==> src/rtl/tcfp_map.svh <==
/*
 * Register offsets, field positions, reset values and timing counts
 * for the fast compare/PWM timer.
 * Assumes byte addresses on a 32-bit classic Wishbone slave port.
 */
`ifndef TCFP_MAP_SVH
`define TCFP_MAP_SVH

// ======================================================================
// register byte addresses
`define TCFP_ADR_CTRL 8'h30
`define TCFP_ADR_CNT 8'h34
`define TCFP_ADR_CMP 8'h38
`define TCFP_ADR_TOP 8'h3C
`define TCFP_ADR_FLAG 8'h40
`define TCFP_ADR_MASK 8'h44
`define TCFP_ADR_DIR 8'h48

// ======================================================================
// timer_control fields
`define TCFP_CTRL_CLR_BIT 7
`define TCFP_CTRL_PWM_BIT 6
`define TCFP_CTRL_ACT_HI 5
`define TCFP_CTRL_ACT_LO 4
`define TCFP_CTRL_CS_HI 3
`define TCFP_CTRL_CS_LO 0

// ======================================================================
// flag, mask and direction fields
`define TCFP_FLAG_OVF_BIT 0
`define TCFP_FLAG_CMP_BIT 1
`define TCFP_MASK_GIE_BIT 7
`define TCFP_DIR_PIN_BIT 0

// ======================================================================
// reset values
`define TCFP_RST_CTRL 8'h00
`define TCFP_RST_BYTE 8'h00

// ======================================================================
// timing: clk_i is the fast clock, the system clock is 1 in 16
`define TCFP_FAST_MULT 16
`define TCFP_PRE_W 14

`endif

==> src/rtl/tcfp_pkg.sv <==
/*
 * Types shared by the fast compare/PWM timer modules.
 * Assumes tcfp_map.svh supplies the numeric constants.
 */
package tcfp_pkg;
   typedef logic [7:0] tcfp_byte_t;
   // order follows the two-bit compare action code 00..11
   typedef enum logic [1:0] {
      ACT_NONE,
      ACT_TOGGLE,
      ACT_LOW,
      ACT_HIGH
   } tcfp_act_t;
endpackage : tcfp_pkg

==> src/rtl/tcfp_prescale.sv <==
/*
 * Clock-enable generator: system clock tick and timer count tick.
 * Assumes clk_i is the fast peripheral clock, sixteen times the
 * system clock.
 */
`timescale 1ns/10ps
`include "tcfp_map.svh"
module tcfp_prescale import tcfp_pkg::*; (
   // clock and reset
   input wire logic clk_i,
   input wire logic rst_i,
   // source selection
   input wire logic [3:0] sel_i,
   // enables
   output logic sys_tick_o,
   output logic timer_tick_o
);
   logic [`TCFP_PRE_W-1:0] pre_ff;
   logic [`TCFP_PRE_W:0] tap;

   always_ff @(posedge clk_i) begin
      if (rst_i) begin
         pre_ff <= '0;
      end else begin
         pre_ff <= pre_ff + `TCFP_PRE_W'(1);
      end
   end

   // ===================================================================
   // tap k fires once every 2**k fast cycles
   assign tap[0] = 1'b1;
   genvar k;
   generate
      for (k = 1; k <= `TCFP_PRE_W; k = k + 1) begin : g_tap
         assign tap[k] = &pre_ff[k-1:0];
      end
   endgenerate

   // system clock is the fast clock divided by sixteen
   assign sys_tick_o = tap[4];
   // code 0 stops, code n divides the fast clock by 2**(n-1)
   assign timer_tick_o = (sel_i == 4'h0) ? 1'b0 : tap[sel_i - 4'h1];
endmodule : tcfp_prescale

==> src/rtl/tcfp_bufreg.sv <==
/*
 * Eight-bit register with a holding stage that is moved into use
 * only on a latch strobe while buffering is on.
 * Assumes write and latch strobes are single-cycle on clk_i.
 */
`timescale 1ns/10ps
`include "tcfp_map.svh"
module tcfp_bufreg import tcfp_pkg::*; (
   // clock and reset
   input wire logic clk_i,
   input wire logic rst_i,
   // control
   input wire logic wr_i,
   input wire tcfp_byte_t wdata_i,
   input wire logic buffered_i,
   input wire logic latch_i,
   // values
   output tcfp_byte_t hold_o,
   output tcfp_byte_t active_o
);
   always_ff @(posedge clk_i) begin
      if (rst_i) begin
         hold_o <= `TCFP_RST_BYTE;
      end else if (wr_i) begin
         hold_o <= wdata_i;
      end
   end

   // leaving buffered mode flushes a pending value at once
   always_ff @(posedge clk_i) begin
      if (rst_i) begin
         active_o <= `TCFP_RST_BYTE;
      end else if (wr_i && !buffered_i) begin
         active_o <= wdata_i;
      end else if (!buffered_i || latch_i) begin
         active_o <= hold_o;
      end
   end
endmodule : tcfp_bufreg

==> src/rtl/tcfp_timer.sv <==
/*
 * Eight-bit up timer with compare output and buffered PWM, as a
 * classic Wishbone slave.
 * Assumes clk_i is the fast peripheral clock (16x system clock) and
 * that the interrupt controller consumes the two request levels.
 */
`timescale 1ns/10ps
`include "tcfp_map.svh"
module tcfp_timer import tcfp_pkg::*; (
   // clock and reset
   input wire logic clk_i,
   input wire logic rst_i,
   // wishbone slave
   input wire logic wb_cyc_i,
   input wire logic wb_stb_i,
   input wire logic wb_we_i,
   input wire logic [7:0] wb_adr_i,
   input wire logic [3:0] wb_sel_i,
   input wire logic [31:0] wb_dat_i,
   output logic [31:0] wb_dat_o,
   output logic wb_ack_o,
   // compare output pin
   output logic cmp_pin_o,
   output logic cmp_pin_oe_o,
   // interrupt requests
   output logic irq_ovf_o,
   output logic irq_cmp_o
);
   // ===================================================================
   // declarations
   tcfp_byte_t ctrl_ff;
   tcfp_byte_t cnt_ff;
   tcfp_byte_t flag_ff;
   tcfp_byte_t mask_ff;
   tcfp_byte_t dir_ff;
   tcfp_byte_t cmp_hold;
   tcfp_byte_t cmp_act;
   tcfp_byte_t top_hold;
   tcfp_byte_t top_act;
   tcfp_byte_t nxt_cnt;
   tcfp_byte_t rd_mux;
   tcfp_byte_t wbyte;
   tcfp_act_t act;
   logic req;
   logic wr_acc;
   logic ctrl_wr;
   logic cnt_wr;
   logic cmp_wr;
   logic top_wr;
   logic flag_wr;
   logic sys_tick;
   logic timer_tick;
   logic pwm;
   logic adv_ok;
   logic match_ev;
   logic ovf_ev;
   logic zero_ev;
   logic clr_do;
   logic cmp_pend_ff;
   logic ovf_pend_ff;
   logic pin_ff;
   logic hi;

   // ===================================================================
   // wishbone slave: ack one cycle after the strobe, write on ack
   assign req = wb_cyc_i & wb_stb_i;
   assign wr_acc = req & wb_ack_o & wb_we_i & wb_sel_i[0];
   assign wbyte = wb_dat_i[7:0];
   assign ctrl_wr = wr_acc & ({wb_adr_i[7:2], 2'b00} == `TCFP_ADR_CTRL);
   assign cnt_wr = wr_acc & ({wb_adr_i[7:2], 2'b00} == `TCFP_ADR_CNT);
   assign cmp_wr = wr_acc & ({wb_adr_i[7:2], 2'b00} == `TCFP_ADR_CMP);
   assign top_wr = wr_acc & ({wb_adr_i[7:2], 2'b00} == `TCFP_ADR_TOP);
   assign flag_wr = wr_acc & ({wb_adr_i[7:2], 2'b00} == `TCFP_ADR_FLAG);

   always_ff @(posedge clk_i) begin
      if (rst_i) begin
         wb_ack_o <= 1'b0;
      end else begin
         wb_ack_o <= req & ~wb_ack_o;
      end
   end

   always_comb begin
      case ({wb_adr_i[7:2], 2'b00})
         `TCFP_ADR_CTRL: rd_mux = ctrl_ff;
         `TCFP_ADR_CNT: rd_mux = cnt_ff;
         `TCFP_ADR_CMP: rd_mux = cmp_hold;
         `TCFP_ADR_TOP: rd_mux = top_hold;
         `TCFP_ADR_FLAG: rd_mux = flag_ff;
         `TCFP_ADR_MASK: rd_mux = mask_ff;
         `TCFP_ADR_DIR: rd_mux = dir_ff;
         default: rd_mux = 8'h00;
      endcase
   end

   // read data is captured with the ack, one cycle after the strobe
   always_ff @(posedge clk_i) begin
      if (rst_i) begin
         wb_dat_o <= 32'h00000000;
      end else if (req & ~wb_ack_o) begin
         wb_dat_o <= {24'h000000, rd_mux};
      end
   end

   // ===================================================================
   // plain control registers
   always_ff @(posedge clk_i) begin
      if (rst_i) begin
         ctrl_ff <= `TCFP_RST_CTRL;
      end else if (ctrl_wr) begin
         ctrl_ff <= wbyte;
      end
   end

   always_ff @(posedge clk_i) begin
      if (rst_i) begin
         mask_ff <= `TCFP_RST_BYTE;
         dir_ff <= `TCFP_RST_BYTE;
      end else if (wr_acc) begin
         if ({wb_adr_i[7:2], 2'b00} == `TCFP_ADR_MASK) begin
            mask_ff <= wbyte;
         end
         if ({wb_adr_i[7:2], 2'b00} == `TCFP_ADR_DIR) begin
            dir_ff <= wbyte;
         end
      end
   end

   assign pwm = ctrl_ff[`TCFP_CTRL_PWM_BIT];
   assign act = tcfp_act_t'(ctrl_ff[`TCFP_CTRL_ACT_HI:`TCFP_CTRL_ACT_LO]);

   // ===================================================================
   // clock enables: clk_i stands for the 16x fast clock
   tcfp_prescale u_pre (
      .clk_i(clk_i),
      .rst_i(rst_i),
      .sel_i(ctrl_ff[`TCFP_CTRL_CS_HI:`TCFP_CTRL_CS_LO]),
      .sys_tick_o(sys_tick),
      .timer_tick_o(timer_tick)
   );

   // ===================================================================
   // buffered compare and period registers
   tcfp_bufreg u_cmp (
      .clk_i(clk_i),
      .rst_i(rst_i),
      .wr_i(cmp_wr),
      .wdata_i(wbyte),
      .buffered_i(pwm),
      .latch_i(ovf_ev),
      .hold_o(cmp_hold),
      .active_o(cmp_act)
   );

   tcfp_bufreg u_top (
      .clk_i(clk_i),
      .rst_i(rst_i),
      .wr_i(top_wr),
      .wdata_i(wbyte),
      .buffered_i(pwm),
      .latch_i(ovf_ev),
      .hold_o(top_hold),
      .active_o(top_act)
   );

   // ===================================================================
   // counter and events
   // a software write owns the cycle, so it never counts as a match
   assign adv_ok = timer_tick & ~cnt_wr;
   assign nxt_cnt = (pwm && cnt_ff == top_act) ? 8'h00
                  : cnt_ff + 8'h01;
   assign match_ev = adv_ok & (nxt_cnt == cmp_act);
   assign ovf_ev = adv_ok & (pwm ? (nxt_cnt == top_act)
                                 : (cnt_ff == 8'hFF));
   assign zero_ev = adv_ok & pwm & (nxt_cnt == 8'h00);
   // the clear waits for the next system clock cycle
   assign clr_do = sys_tick & cmp_pend_ff & ~pwm
                 & ctrl_ff[`TCFP_CTRL_CLR_BIT];

   always_ff @(posedge clk_i) begin
      if (rst_i) begin
         cnt_ff <= 8'h00;
      end else if (cnt_wr) begin
         cnt_ff <= wbyte;
      end else if (clr_do) begin
         cnt_ff <= 8'h00;
      end else if (adv_ok) begin
         cnt_ff <= nxt_cnt;
      end
   end

   // events are held until the next system clock tick
   always_ff @(posedge clk_i) begin
      if (rst_i) begin
         cmp_pend_ff <= 1'b0;
         ovf_pend_ff <= 1'b0;
      end else begin
         cmp_pend_ff <= match_ev | (cmp_pend_ff & ~sys_tick);
         ovf_pend_ff <= ovf_ev | (ovf_pend_ff & ~sys_tick);
      end
   end

   // ===================================================================
   // flags: write one to clear, a set in the same cycle wins
   always_ff @(posedge clk_i) begin
      if (rst_i) begin
         flag_ff <= 8'h00;
      end else begin
         flag_ff[`TCFP_FLAG_OVF_BIT] <= (flag_ff[`TCFP_FLAG_OVF_BIT]
            & ~(flag_wr & wbyte[`TCFP_FLAG_OVF_BIT]))
            | (sys_tick & ovf_pend_ff);
         flag_ff[`TCFP_FLAG_CMP_BIT] <= (flag_ff[`TCFP_FLAG_CMP_BIT]
            & ~(flag_wr & wbyte[`TCFP_FLAG_CMP_BIT]))
            | (sys_tick & cmp_pend_ff);
      end
   end

   assign irq_ovf_o = flag_ff[`TCFP_FLAG_OVF_BIT]
      & mask_ff[`TCFP_FLAG_OVF_BIT] & mask_ff[`TCFP_MASK_GIE_BIT];
   assign irq_cmp_o = flag_ff[`TCFP_FLAG_CMP_BIT]
      & mask_ff[`TCFP_FLAG_CMP_BIT] & mask_ff[`TCFP_MASK_GIE_BIT];

   // ===================================================================
   // compare output pin
   // hi is the level set at zero in PWM; action 11 inverts it
   assign hi = (act == ACT_LOW);

   always_ff @(posedge clk_i) begin
      if (rst_i) begin
         pin_ff <= 1'b0;
      end else if (pwm) begin
         if (act == ACT_LOW || act == ACT_HIGH) begin
            if (cmp_act == 8'h00) begin
               pin_ff <= ~hi;
            end else if (cmp_act == top_act) begin
               pin_ff <= hi;
            end else if (match_ev) begin
               pin_ff <= ~hi;
            end else if (zero_ev) begin
               pin_ff <= hi;
            end
         end
      end else if (match_ev) begin
         case (act)
            ACT_TOGGLE: pin_ff <= ~pin_ff;
            ACT_LOW: pin_ff <= 1'b0;
            ACT_HIGH: pin_ff <= 1'b1;
            default: pin_ff <= pin_ff;
         endcase
      end
   end

   // PWM codes 00/01 and normal code 00 leave the pin to the port
   assign cmp_pin_o = pin_ff;
   assign cmp_pin_oe_o = dir_ff[`TCFP_DIR_PIN_BIT]
      & (pwm ? act[1] : (act != ACT_NONE));
endmodule : tcfp_timer

==> config.mk <==
export PLATFORM = sky130hd
export DESIGN_NAME = tcfp_timer
export DESIGN_NICKNAME = d
export VERILOG_FILES = /design/src/rtl/tcfp_pkg.sv /design/src/rtl/tcfp_prescale.sv /design/src/rtl/tcfp_bufreg.sv /design/src/rtl/tcfp_timer.sv
export VERILOG_INCLUDE_DIRS = /design/src /design/src/rtl
export SDC_FILE = /design/constraint.sdc
export NUM_CORES = 1
export LEC_CHECK = 0
export ABC_AREA = 1
export BUFFER_PORTS_ARGS = -buffer_cell sky130_fd_sc_hd__buf_2
export CAP_MARGIN = 30
export CELL_PAD_IN_SITES_DETAIL_PLACEMENT = 1
export CELL_PAD_IN_SITES_GLOBAL_PLACEMENT = 2
export CORE_AREA = 2 2 166 136
export DETAILED_ROUTE_END_ITERATION = 12
export DIE_AREA = 0 0 168 138
export GPL_ROUTABILITY_DRIVEN = 0
export PLACE_DENSITY = 0.71
export RECOVER_POWER = 25
export SLEW_MARGIN = 20
export SYNTH_ARGS = -nofsm -noshare
export SYNTH_HDL_FRONTEND = slang
export SYNTH_SLANG_ARGS = --single-unit
==> constraint.sdc <==
create_clock -name clk_i -period 2.9 [get_ports clk_i]
set_input_delay 0.58 -clock clk_i [delete_from_list [all_inputs] [get_ports clk_i]]
set_output_delay 0.58 -clock clk_i [all_outputs]
set_load 0.02 [all_outputs]
# Word level (Yosys, flattened, before mapping)
# Cells that the tools add are included.
# word_totals
reg_bits,92
latchBits,0
ramBits,0
mem_bits_ro,0
input_bits,49
output_inout_bits,37
elab_cells,131
mem_count,0
# op_classes
add_sub_neg,3
n_mul,0
div,0
n_lt_le_gt_ge,1
eq_ne,17
n_shift,0
n_mux,22
bitwise,42
n_reduce_logical,31
# ops
op,count
8-bit two-way mux,8
8-bit case mux with 7 select lines,1
8-bit equality test,4
1-bit bitwise AND,30
6-bit by 4-bit equality test with 1-bit output (second input constant),4
6-bit by 5-bit equality test with 1-bit output (second input constant),3
8-bit logical NOT,2
14-bit by 1-bit adder with 14-bit output (second input constant),1
14-bit AND reduction,1
13-bit AND reduction,1
12-bit AND reduction,1
1-bit two-way mux,11
11-bit AND reduction,1
10-bit AND reduction,1
9-bit AND reduction,1
8-bit by 1-bit adder with 8-bit output (second input constant),1
8-bit equality test (second input constant),1
1-bit inverter,8
4-bit AND reduction,2
8-bit AND reduction,1
2-bit nonzero test,4
7-bit AND reduction,1
2-bit AND reduction,3
6-bit AND reduction,1
other kinds (17),24

# Logic depth before layout (Yosys ltp)
# Gate-level depths: netlist of the first run.
# depth
ltp_word,15
mapped_depth,20
ltp_nobuf,20

# Cells and area by module
# Synthesis of the first run repeated with hierarchy kept, for this count alone.
# hier_totals
cells_unflattened,870
hier_area_um2,5541.6
# by_module_without_submodules
module,n_inst,cells_per_inst,area_each_um2,seq_area_each_um2
tcfp_timer,1,522,3208.1,920.9
tcfp_bufreg,2,105,720.7,320.3
tcfp_prescale,1,138,892.1,280.3

# Worst setup path after synthesis of the first run
# Ideal clock, no wire load.
# synth_timing
path_kind,register to register
from,register u_pre.pre_ff[0]
to,register u_cmp.active_o[4]
setup_time_ns,0.113
t_arrival_ns,2.192
t_required_ns,2.787
slack_ns,0.595
stages_incl_launch_ff,19
path_buffers,1
synth_period_minus_slack_ns,2.305
path_cell_list,dfxtp_1 > ha_1 > nand3_1 > nor3_1 > ha_1 > a21oi_1 > nand2_1 > nand3_1 > nand2_1 > inv_1 > nand2_1 > nand2_1 > nor2_1 > nand2_1 > nand2_2 > buf_6 > nand2_1 > nand2_1 > nor2_1
# synth_via
elab_chain_cells,8
elab_cells_between_ends,20
classes_between,3 x mux; 2 x bitwise; 15 x reduce/logical
# synth_lines
element,line_no,source
start: declaration,tcfp_prescale.sv:18,logic [`TCFP_PRE_W-1:0] pre_ff;
start signal: assignment,tcfp_prescale.sv:25,pre_ff <= pre_ff + `TCFP_PRE_W'(1);
14-bit AND reduction (tied with other cells),tcfp_prescale.sv:35,assign tap[k] = &pre_ff[k-1:0];
1-bit binary-select mux with 4-bit select (*),tcfp_prescale.sv:42,assign timer_tick_o = (sel_i == 4'h0) ? 1'b0 : tap[sel_i - 4'h1];
1-bit two-way mux (implied by the code) (*),tcfp_prescale.sv:42,
1-bit two-way mux (*),tcfp_prescale.sv:42,
1-bit bitwise AND (*),tcfp_timer.sv:169,assign adv_ok = timer_tick & ~cnt_wr;
1-bit bitwise AND (*),tcfp_timer.sv:173,assign ovf_ev = adv_ok & (pwm ? (nxt_cnt == top_act)
1-bit logical OR (*),tcfp_bufreg.sv:35,end else if (!buffered_i || latch_i) begin
2-bit nonzero test (no line) (*),--,
end signal: assignment,tcfp_bufreg.sv:32,active_o <= `TCFP_RST_BYTE;
end signal: assignment,tcfp_bufreg.sv:34,active_o <= wdata_i;
end signal: assignment,tcfp_bufreg.sv:36,active_o <= hold_o;
end: declaration,tcfp_bufreg.sv:19,output tcfp_byte_t active_o
# Mark *: on every way between the ends. The rest lies on a longest branch, timed or not. The select of a mux whose other input is x is not followed.
# A chain may end at the register's enable or synchronous reset.

# Worst setup path in the final report of the first run
# layout_timing
from,register cnt_ff[6]
to,register u_cmp.active_o[6]
# layout_via
elab_chain_cells,8
elab_cells_between_ends,10
classes_between,1 x add/sub; 3 x eq/ne; 2 x mux; 1 x bitwise; 3 x reduce/logical
# layout_lines
element,line_no,source
start: declaration,tcfp_timer.sv:32,tcfp_byte_t cnt_ff;
start signal: assignment,tcfp_timer.sv:184,cnt_ff <= wbyte;
start signal: assignment,tcfp_timer.sv:188,cnt_ff <= nxt_cnt;
"parallel branches: the longest is 4 deep, another holds 8-bit by 1-bit adder with 8-bit output",--,
1-bit two-way mux (*),tcfp_timer.sv:173,
1-bit bitwise AND (*),tcfp_timer.sv:173,
1-bit logical OR (*),tcfp_bufreg.sv:35,
2-bit nonzero test (no line) (*),--,
# Mark *: on every way between the ends.

==> impl_results.md, run 1 <==
* RSZ-0062 raised after global routing: false
* CP delay by family, top: simple AND/OR/NAND/NOR gates
* Max FO, Critical Path at 32
* CTS Buffer Depth at 2
* Reg2Reg Depth at 19
* Hold Startpoint: u_pre.pre_ff[0]
* WP buf/inv at 3
* Top cells by area, synth: dfxtp_1 (35%), nand2_1 (15%), nor2_1 (8.0%)
* Die W at 168 um
* Share of post-route cells with drive strength above 1 at 0.0932
* CTS tree: done
* Reg2reg setup slack at 0.28 ns
* Critical R2R Capture: u_cmp.active_o[6]
* Area of the multi-input gates at 2870 sq um
* Final nets at 942
* Vias/cell at 4.65
* Most used cell, CP: nand2_1
* Critical path required time at 3.15 ns
* Yosys warning total at 0
* Post-route ant nets at 0
* Post-Syn Instances at 833
* Cts bufs inserted at 9
* Filler cells at 2,774
* Syn_area_per_cell at 6.35 sq um
* H-Tree Depth at 3
* Max Transition Viols Final at 0
* Num ports at 86
* Initial detailed-routing violation count at 357
* FFs w/ async S/R, synth at 0
* Cells after DPL at 1,154
* Max incr delay on CP at 0.49 ns
* Static leakage at 2.75 nW
* Fmax at 381 MHz
* PD cells at 417 nW/um^2
* Critical Path Source Type: flip-flop
* # DRC at 0
* Worst-path clk slew at 0.07 ns
* Mapped Area at 5290 sq um
* Maxcap violations at 0
* Least-Margin Pin Slew at 1.25 ns
* Rel. slew slack at 0.166
* CP Depth at 19
* First-pass GRT wire length at 30,100 um
* Int Pwr at 1.93 mW
* Clock power frac at 0.457
* Setup TNS at 0 ns
* Hold Violations, Final at 0
* Routed WL at 19,200 um
* Hold depth at 1
* NetSw at 0.632 mW
* Global route total overflow at 0
* Largest net degree at the start of global routing at 70
* Post-synth EDFFs at 0
* Clock sink count at 92
* Root Buffer Master: clkbuf_16
* Share of the synthesized area in the top cell type at 0.348
* Hold crit path type: reg2reg
* Slowest-stage cell, CP: dfxtp_1
* Hpwl dp at 14,900 um
* # setup viols final at 0
* Tmin final at 2.62 ns
* Status: finished clean
* WP data arrival at 2.87 ns
* Final Cycle Share at 0.904
* Register area share after synthesis at 0.348
* VDD IR max at 0.000238 V
* GR Util All Layers at 0.168
* FP Rows at 49
* Placed cell areas at 5850 sq um
* RR Startpoint: cnt_ff[6]
* IO buf count at 32
* Cell variety after synth at 40
* Final Non-Filler Cells at 1,171
* Initial antenna violation count at 0
* FF/Latch Area at 1840 sq um
* Combinational share of power at 0.046
* Die Ht at 138 um
* Synth Flop Type: dfxtp_1
* Diodes inserted at 0
* Sw Share at 0.247
* Setup WS post-layout at 0.279 ns
* Area Growth Syn to Fin at 16.0%
* Critical Path Sink Type: flip-flop
* Synth Register Bits at 92
* Setup CP Type: reg2reg
* Core area at 21,800 sq um
* Worst skew pair latency at 0.35 ns
* WHS Endpoint: u_pre.pre_ff[0]
* Leading area contributor after synthesis: dfxtp_1
* Sequential share of power at 0.496
* Wire per inst at 16.4 um
* Starting Density at 0.243
* Initial DRT Pass Iterations at 4
* Via count at 5,445
* Number of global-route vias before repair at 5,219
* CP Cell Sequence: inv_1, nand2_1, nand2_1, nand2_1, nor2_2, nand3_2, nand2_1, buf_4, nand2_1, nand3_1, nor2_1, nand2_1, nand2_1, nand2_1, nand2_2, buf_12, nand2_1, nand2_1, nor2_1
* Place WS at 0.210 ns
* Die area at 23,200 sq um
* Final Skew at 0.00721 ns
* Final Cell Area at 6130 sq um
==> flip-flops by register name (all words and copies together) (netlist names) <==
signal          cells
u_cmp.active_o      8
wb_ack_o            1
cmp_pin_o           1
u_pre.pre_ff       14
u_top.hold_o        8
dir_ff              8
u_cmp.hold_o        8
cmp_pend_ff         1
ctrl_ff             8
flag_ff             2
mask_ff             8
u_top.active_o      8
wb_dat_o            8
ovf_pend_ff         1
cnt_ff              8
==> Yosys cell counts, drive strengths merged (4+ instances only) <==
cell type / count
buf: 34
nor2: 116
o22ai: 9
a221oi: 10
o21ai: 73
a21oi: 77
nor3: 11
dfxtp: 92
clkbuf: 14
nand4: 9
xor2: 4
nand2: 219
nand3: 30
ha: 7
inv: 99
==> area by class of cell <==
| class | count | area share |
|---|---|---|
| clock buffers | 12 | 0.0418 |
| inverters | 100 | 0.0612 |
| flip-flops and latches | 92 | 0.300 |
| repair buffers | 67 | 0.0665 |
| well taps | 280 | 0.0571 |
| clock inverters | 4 | 0.00510 |
| multi-input cells | 616 | 0.468 |
==> cells in the final DEF, fill, tap and decap left out, types with 3 or more instances in the layout <==
| master | count |
|---|---|
| nand2_1 | 217 |
| nor2_1 | 111 |
| inv_1 | 95 |
| dfxtp_1 | 92 |
| a21oi_1 | 76 |
| o21ai_0 | 71 |
| buf_4 | 30 |
| nand3_1 | 29 |
| conb_1 | 24 |
| buf_2 | 22 |
| clkbuf_1 | 15 |
| nor3_1 | 11 |
| a221oi_1 | 10 |
| nand4_1 | 9 |
| o22ai_1 | 9 |
| clkbuf_16 | 9 |
| ha_1 | 7 |
| nor2_2 | 5 |
| inv_2 | 3 |
| nand3b_1 | 3 |
| xor2_1 | 3 |
| xnor2_1 | 3 |
| a211oi_1 | 3 |
| o31ai_1 | 3 |
| o2111ai_1 | 3 |
| o221ai_1 | 3 |
==> cell families after synthesis <==
family                   share of synthesized area
AND/OR/NAND/NOR                              0.300
AO/OA/AOI/OAI                                0.196
buffers and inverters                        0.128
flip-flops                                   0.348
XOR/XNOR                                    0.0116
adder cells (fa/ha/maj)                     0.0166
other                                     0.000709
==> worst max-delay path by stage <==
| stage | start | to | slack [ns] |
|---|---|---|---|
| finish | cnt_ff[6] | u_cmp.active_o[6] | 0.28 |
| global route | cnt_ff[2] | u_cmp.active_o[0] | 0.01 |
| CTS | u_pre.pre_ff[0] | u_cmp.active_o[0] | 0.20 |
| detailed placement | u_pre.pre_ff[0] | u_top.active_o[2] | 0.21 |
| global placement | u_pre.pre_ff[0] | u_top.active_o[2] | 0.21 |
| floorplan | u_pre.pre_ff[0] | u_cmp.active_o[4] | 0.60 |
==> through the flow <==
step	hold WS, ns	util	total power [mW]
5_1_grt	0.493	0.282	2.66
3_3_place_gp	0.445	0.269	1.42
3_5_place_dp	0.454	0.269	1.42
6_report	0.465	0.282	2.56
2_1_floorplan	0.427	-	1.39
4_1_cts	0.469	0.282	2.60
==> worst register-to-register path, cell delays in order (launching register included) <==
cell     delay [ns]
dfxtp_1        0.49
inv_1          0.17
nand2_1        0.10
nand2_1        0.10
nand2_1        0.11
nor2_2         0.04
nand3_2        0.20
nand2_1        0.10
buf_4          0.16
nand2_1        0.05
nand3_1        0.08
nor2_1         0.20
nand2_1        0.10
nand2_1        0.08
nand2_1        0.06
nand2_2        0.08
buf_12         0.18
nand2_1        0.09
nand2_1        0.07
nor2_1         0.05
==> power by group through the flow <==
stage                     Clock (mW)  Sequential (mW)  Combinational, mW
final                           1.17             1.27              0.118
after global routing            1.26             1.27              0.130
after CTS                       1.21             1.27              0.120
after detailed placement           0             1.30              0.119
after global placement             0             1.30              0.119
after floorplan                    0             1.30             0.0948
==> layer usage <==
metal / GRT usage / wire [um]
met5: 0 / 0
met4: 0.0394 / 235
met3: 0.0286 / 738
met2: 0.250 / 8210
met1: 0.253 / 10000
==> timing repair <==
item	CTS	global route
gates resized for setup	0	3
endpoints found under the setup margin	0	17
buffers inserted	0	1
hold buffers	0	0
(Power assumes the default switching activity.)
==> inputs of run 2 (changes only) <==
--- a/config.mk
+++ b/config.mk
@@ -6,16 +6,15 @@
 export SDC_FILE = /design/constraint.sdc
 export NUM_CORES = 1
 export LEC_CHECK = 0
-export ABC_AREA = 1
-export BUFFER_PORTS_ARGS = -buffer_cell sky130_fd_sc_hd__buf_2
+export BUFFER_PORTS_ARGS = -buffer_cell sky130_fd_sc_hd__buf_4
 export CAP_MARGIN = 30
 export CELL_PAD_IN_SITES_DETAIL_PLACEMENT = 1
 export CELL_PAD_IN_SITES_GLOBAL_PLACEMENT = 2
-export CORE_AREA = 2 2 166 136
+export CORE_AREA = 2 2 170 139
 export DETAILED_ROUTE_END_ITERATION = 12
-export DIE_AREA = 0 0 168 138
+export DIE_AREA = 0 0 172 141
 export GPL_ROUTABILITY_DRIVEN = 0
-export PLACE_DENSITY = 0.71
+export PLACE_DENSITY = 0.66
 export RECOVER_POWER = 25
 export SLEW_MARGIN = 20
 export SYNTH_ARGS = -nofsm -noshare
==> run 2 against run 1 <==
  * Utilization up 1.5 points
  * Sequential power about the same
  * Critical path depth decreased by 7
  * Sequential cell count did not move
  * Cell area up 10%
  * Combinational power up 13%
  * Sequential share of layout area is 2.6 points lower
  * Area after synthesis rose by 4.7%
  * Hold slack lost 0.0050 ns
  * Die area grew 4.6%
  * Critical path type unchanged
  * Critical endpoint is now u_top.active_o[6]
==> impl_results.md, run 2 <==
* Status: finished clean
* Hold Violations, Final at 0 (unchanged)
* Least-Margin Pin Slew at 0.957 ns (-0.295 ns)
* Max Transition Viols Final at 0 (unchanged)
* FFs w/ async S/R, synth at 0 (unchanged)
* Mapped Area at 5540 sq um (+4.7%)
* Cell variety after synth at 73 (+83%)
* Share of post-route cells with drive strength above 1 at 0.211 (+0.117)
* Synth Flop Type: dfxtp_1
* Final core occ at 0.297 (+0.0152)
* Sw Share at 0.255 (+0.00818)
* Leading area contributor after synthesis: dfxtp_1
* Global route total overflow at 0 (unchanged)
* Routed WL at 20,700 um (+7.6%)
* Fmax at 354 MHz (-7.2%)
* Setup TNS at 0 ns (unchanged)
* Largest net degree at the start of global routing at 51 (-27%)
* Most flops, register: u_pre.pre_ff
* Maxcap violations at 0 (unchanged)
* First-pass GRT wire length at 31,900 um (+5.9%)
* Top cells by count, synth: dfxtp_1 (92), nand2_1 (87), nand3_1 (63)
* Die W at 172 um (+2.4%)
* Post-synth EDFFs at 0 (unchanged)
* Synth Register Bits at 92 (unchanged)
* Critical path required time at 3.16 ns (about the same)
* Static leakage at 2.48 nW (-9.9%)
* Clock power frac at 0.461 (+0.004)
* Share of the synthesized area in the top cell type at 0.333 (-0.0157)
* Final hold slack at 0.460 ns (-0.00497 ns)
* Via count at 5,401 (-0.81%)
* Register area share after synthesis at 0.333 (-0.0157)
* Core area at 22,800 sq um (+4.6%)
* Rel. slew slack at 0.362 (+0.197)
* WP data arrival at 3.09 ns (+0.22 ns)
* Final Cycle Share at 0.974 (+0.0697)
* NetSw at 0.666 mW (+5.3%)
* Post-Syn Instances at 694 (-17%)
* # DRC at 0 (unchanged)
* Max FFs per register at 14 (unchanged)
* Hpwl dp at 14,900 um (-0.52%)
* Number of global-route vias before repair at 5,484 (+5.1%)
* Final nets at 806 (-14%)
* # setup viols final at 0 (unchanged)
* Initial DRT Pass Iterations at 4 (unchanged)
* Cells after DPL at 1,047 (-9.3%)
* IO buf count at 32 (unchanged)
* Hold-fix buffers, CTS at 0 (unchanged)
* Top cells by area, synth: dfxtp_1 (33%), nand2_1 (5.9%), nand3_1 (5.7%)
* Critical Path Sink Type: flip-flop
* Count leader, synth: dfxtp_1
* Starting Density at 0.243 (about the same)
* Diodes inserted at 0 (unchanged)
* PD cells at 385 nW/um^2 (-7.6%)
* Worst skew pair latency at 0.36 ns (about the same)
* Area of the multi-input gates at 3370 sq um (+17%)
* Area Growth Syn to Fin at 22.1%
* Commonest non-fill, non-tap cells in the layout: nand2_1 (87), dfxtp_1 (84), buf_4 (82)
* Num ports at 86 (unchanged)
* Vias/cell at 5.06 (+8.9%)
* Cts bufs inserted at 9 (unchanged)
* Total Power at 2.61 mW (+1.9%)
* Max FO, Critical Path at 12 (-63%)
* Commonest non-fill, non-tap cell in the layout: nand2_1
* Syn_area_per_cell at 7.98 sq um (+26%)
* FP Rows at 50 (+2.0%)
* Root Buffer Master: clkbuf_16
* Sequential share of power at 0.488 (-0.008)
* Die Ht at 141 um (+2.2%)
* Hold crit path type: reg2reg
* Critical Path Source Type: flip-flop
* Int Pwr at 1.94 mW (+0.79%)
* Final Skew at 0.0101 ns (+0.00290 ns)
* Combinational share of power at 0.051 (+0.005)
* Tmin final at 2.82 ns (+0.202 ns)
* Worst-path clk slew at 0.07 ns (about the same)
* Initial detailed-routing violation count at 401 (+12%)
* Wire per inst at 19.4 um (+18%)
* Clock sink count at 92 (unchanged)
* Yosys warning total at 0 (unchanged)
* VDD IR max at 0.000259 V (+8.8%)
* CTS Buffer Depth at 2 (unchanged)
* Die area at 24,300 sq um (+4.6%)
* Post-route ant nets at 0 (unchanged)
* Filler cells at 2,787 (+0.47%)
* FF/Latch Area at 1850 sq um (+0.54%)
* Initial antenna violation count at 0 (unchanged)
* CTS tree: done
* Final Non-Filler Cells at 1,067 (-8.9%)
* H-Tree Depth at 3 (unchanged)
* Setup CP Type: reg2reg
* GR Util All Layers at 0.174 (+0.00512)
[run 2: worst paths after layout]
| check | from | to | slack, ns | depth (start not counted) |
|---|---|---|---|---|
| max | cnt_ff[0] | u_top.active_o[6] | 0.08 | 12 |
| min | dir_ff[4] | dir_ff[4] | 0.46 | 2 |
| min reg2reg | dir_ff[4] | dir_ff[4] | 0.46 | 2 |
| max reg2reg | cnt_ff[0] | u_top.active_o[6] | 0.08 | 12 |
[run 2: layout make-up]
class	count	share of cell area
Clock inverter	5	0.00629
Clock buffer	11	0.0374
Sequential cell	92	0.274
Timing Repair Buffer	102	0.121
Multi-Input combinational cell	534	0.498
Tap cell	312	0.0577
Inverter	11	0.00610
[run 2: metrics by stage]
stage	instance area [sq um]	worst slack, ns
detailed placement	6340	-0.0733
global placement	6340	-0.0387
global route	6760	-0.0125
CTS	6700	0.00666
floorplan	5620	0.166
finish	6760	0.0765
[run 2: cell families after synthesis]
kind of cell             after synthesis  share of synthesized area
flip-flops                            92                      0.333
other                                  1                   0.000677
AND/OR/NAND/NOR                      281                      0.240
XOR/XNOR                              35                     0.0682
multiplexers                           3                    0.00587
AO/OA/AOI/OAI                        184                      0.244
adder cells (fa/ha/maj)                7                     0.0158
buffers and inverters                 91                     0.0929
[run 2: timing repair]
action	in CTS	in global routing
endpoints found under the setup margin	15	19
setup buffers	1	1
gates resized for setup	7	21
cloned	1	1
pin swaps	3	6
[run 2: critical path, stage by stage (launching register included)]
cell and delay (ns):
dfxtp_1 0.35, buf_6 0.18, xnor2_1 0.13, nand3_1 0.15, or3_1 0.40, buf_4 0.19, a211oi_2 0.24, a21oi_2 0.10
o41ai_4 0.34, buf_6 0.19, buf_12 0.13, nor2_1 0.05, a311oi_2 0.26
[run 2: power by group through the flow]
stage	clock [mW]	combinational [mW]	sequential (mW)
detailed placement	0	0.133	1.30
CTS	1.25	0.134	1.27
finish	1.20	0.133	1.27
global placement	0	0.130	1.30
global route	1.28	0.142	1.27
floorplan	0	0.101	1.30
[run 2: routing by layer]
metal  wire, um  share of wire  track usage  up-vias
met5          0              0            0        -
met4        149         0.0072       0.0332        0
met3       1060          0.051       0.0376       14
met2       9820           0.47        0.282      134
met1       9650           0.47        0.238     2690
li1           -              -            -     2563
==> inputs of run 3 (changes only) <==
--- a/config.mk
+++ b/config.mk
@@ -6,15 +6,15 @@
 export SDC_FILE = /design/constraint.sdc
 export NUM_CORES = 1
 export LEC_CHECK = 0
-export BUFFER_PORTS_ARGS = -buffer_cell sky130_fd_sc_hd__buf_4
 export CAP_MARGIN = 30
 export CELL_PAD_IN_SITES_DETAIL_PLACEMENT = 1
 export CELL_PAD_IN_SITES_GLOBAL_PLACEMENT = 2
-export CORE_AREA = 2 2 170 139
+export CORE_AREA = 2 2 140 115
 export DETAILED_ROUTE_END_ITERATION = 12
-export DIE_AREA = 0 0 172 141
+export DIE_AREA = 0 0 142 117
+export DONT_BUFFER_PORTS = 1
 export GPL_ROUTABILITY_DRIVEN = 0
-export PLACE_DENSITY = 0.66
+export PLACE_DENSITY = 0.82
 export RECOVER_POWER = 25
 export SLEW_MARGIN = 20
 export SYNTH_ARGS = -nofsm -noshare
==> run 3 against run 2 <==
  * Sequential share of layout area rose by 1.7 points
  * Critical endpoint is now u_top.active_o[1]
  * Register-to-register slack got worse by 0.05 ns
  * Largest cell class unchanged
  * Cell area fell by 6.0%
==> impl_results.md, run 3 (synthesized netlist as in run 2, its figures left out) <==
* Status: finished clean
* Final Cycle Share at 0.991 (+0.0171)
* RSZ-0062 raised after global routing: true
* Cts bufs inserted at 9 (unchanged)
* VDD IR max at 0.000352 V (+36%)
* NetSw at 0.632 mW (-5.1%)
* CTS Buffer Depth at 2 (unchanged)
* Final nets at 767 (-4.8%)
* Share of post-route cells with drive strength above 1 at 0.182 (-0.0290)
* Maxcap violations at 0 (unchanged)
* FP Rows at 41 (-18%)
* Final Skew at 0.00958 ns (-0.000528 ns)
* Routed wl met2 at 9240 um (-5.9%)
* Combinational share of power at 0.023 (-0.028)
* Commonest non-fill, non-tap cell in the layout: dfxtp_1
* Routed wl met3 at 1080 um (+1.8%)
* Starting Density at 0.361 (+0.118)
* CP Cell Sequence: buf_4, xnor2_1, nand3_1, or3_4, a211oi_2, a21oi_1, o41ai_4, buf_6, clkbuf_16, nor2_1, a311oi_1
* Area Growth Syn to Fin at 14.9%
* H-Tree Depth at 3 (unchanged)
* Int Pwr at 1.88 mW (-2.9%)
* Filler cells at 1,843 (-34%)
* Commonest non-fill, non-tap cells in the layout: dfxtp_1 (88), nand2_1 (87), nand3_1 (63)
* Least-Margin Pin Slew at 0.699 ns (-0.258 ns)
* Worst skew pair latency at 0.36 ns (about the same)
* Root Buffer Master: clkbuf_16
* Sw Share at 0.251 (-0.00430)
* Final core occ at 0.415 (+0.118)
* Diodes inserted at 0 (unchanged)
* Setup TNS at 0 ns (unchanged)
* Slowest-stage cell, CP: or3_4
* Static leakage at 2.33 nW (-5.9%)
* Clock power frac at 0.472 (+0.011)
* Die area at 16,600 sq um (-31%)
* Core area at 15,300 sq um (-33%)
* Critical Path Source Type: flip-flop
* Max FFs per register at 14 (unchanged)
* Hold crit path type: in2reg
* PD cells at 396 nW/um^2 (+2.7%)
* Worst-path clk slew at 0.07 ns (about the same)
* Sequential share of power at 0.505 (+0.017)
* Global route total overflow at 0 (unchanged)
* Clock sink count at 92 (unchanged)
* Hold-fix buffers, CTS at 0 (unchanged)
* Tmin final at 2.87 ns (+0.0495 ns)
* CTS tree: done
* Most flops, register: u_pre.pre_ff
* Wire per inst at 21.2 um (+9.2%)
* Number of global-route vias before repair at 5,216 (-4.9%)
* Post-route ant nets at 0 (unchanged)
* Setup CP Type: reg2reg
* CP Depth at 11 (-1)
* IO buf count at 0 (-100%)
* Critical path required time at 3.16 ns (about the same)
* Initial detailed-routing violation count at 500 (+25%)
* Max incr delay on CP at 0.50 ns (+0.10 ns)
* Reg2Reg Depth at 11 (-1)
* Critical Path Sink Type: flip-flop
* GR Util All Layers at 0.231 (+0.0569)
* Routed WL at 19,200 um (-7.0%)
* Max Transition Viols Final at 0 (unchanged)
* WP data arrival at 3.13 ns (+0.04 ns)
* Rel. slew slack at 0.534 (+0.172)
* Max FO, Critical Path at 12 (unchanged)
* Hold depth at 1 (-1)
* Vias/cell at 5.86 (+16%)
* Initial antenna violation count at 0 (unchanged)
* Hold Violations, Final at 0 (unchanged)
* First-pass GRT wire length at 29,500 um (-7.5%)
* Largest net degree at the start of global routing at 94 (+84%)
* CP delay by family, top: compound AO/OA/AOI/OAI gates
* WP buf/inv at 3 (-1)
* Hpwl dp at 13,700 um (-8.0%)
* Die Ht at 117 um (-17%)
* # setup viols final at 0 (unchanged)
* Via count at 5,329 (-1.3%)
* Initial DRT Pass Iterations at 5 (+1)
* Fmax at 348 MHz (-1.7%)
* Die W at 142 um (-17%)
* WL met1 at 8470 um (-12%)
* Top layer in use: met4
* # DRC at 0 (unchanged)
* Num ports at 86 (unchanged)
-- run 3: through the flow --
stage | hold WS [ns] | std cells | area (sq um) | total power, mW | setup WS, ns
after CTS | 0.285 | 907 | 6230 | 2.53 | 0.00105
after global routing | 0.275 | 909 | 6360 | 2.59 | -0.105
after floorplan | 0.436 | 717 | 5620 | 1.40 | 0.166
after global placement | 0.436 | 889 | 5870 | 1.35 | 0.0391
final | 0.286 | 909 | 6360 | 2.52 | 0.0270
after detailed placement | 0.444 | 889 | 5870 | 1.36 | -0.0515
-- run 3: area by class of cell --
class | instances | area (sq um) | share of cell area
tap | 193 | 241 | 0.0380
sequential | 92 | 1850 | 0.290
multi-input combinational | 534 | 3390 | 0.532
clock buffer | 9 | 225 | 0.0354
timing repair buffer | 63 | 548 | 0.0862
clock inverter | 7 | 71.3 | 0.0112
inverter | 11 | 41.3 | 0.00649
-- run 3: final timing paths --
kind / startpoint / endpoint / slack, ns
setup / recovery: cnt_ff[0] / u_top.active_o[1] / 0.03
hold / removal: rst_i / u_pre.pre_ff[4] / 0.29
setup reg to reg: cnt_ff[0] / u_top.active_o[1] / 0.03
hold reg to reg: mask_ff[3] / mask_ff[3] / 0.46
-- run 3: per-layer routing --
| layer | track usage | vias up |
|---|---|---|
| met5 | 0 | - |
| met1 | 0.309 | 2657 |
| met4 | 0.0773 | 0 |
| met3 | 0.0407 | 30 |
| li1 | - | 2484 |
| met2 | 0.380 | 158 |
-- run 3: repair_timing --
item / 4_1_cts / 5_1_grt
setup endpoints to repair: 17 / 20
pin swaps: 3 / 3
cloned: 1 / 1
gates resized for setup: 5 / 21
buffers inserted: 1 / 1
-- run 3: worst register-to-register path: stages (launching register included) --
cell,delay [ns]
dfxtp_1,0.35
buf_4,0.22
xnor2_1,0.15
nand3_1,0.20
or3_4,0.50
a211oi_2,0.19
a21oi_1,0.11
o41ai_4,0.36
buf_6,0.19
clkbuf_16,0.17
nor2_1,0.07
a311oi_1,0.28
-- run 3: power by group through the flow --
| stage | Sequential [mW] | Combinational (mW) | Clock, mW |
|---|---|---|---|
| after floorplan | 1.30 | 0.101 | 0 |
| after global placement | 1.30 | 0.0535 | 0 |
| after detailed placement | 1.30 | 0.0563 | 0 |
| after CTS | 1.27 | 0.0577 | 1.20 |
| after global routing | 1.27 | 0.0628 | 1.26 |
| final | 1.27 | 0.0574 | 1.19 |
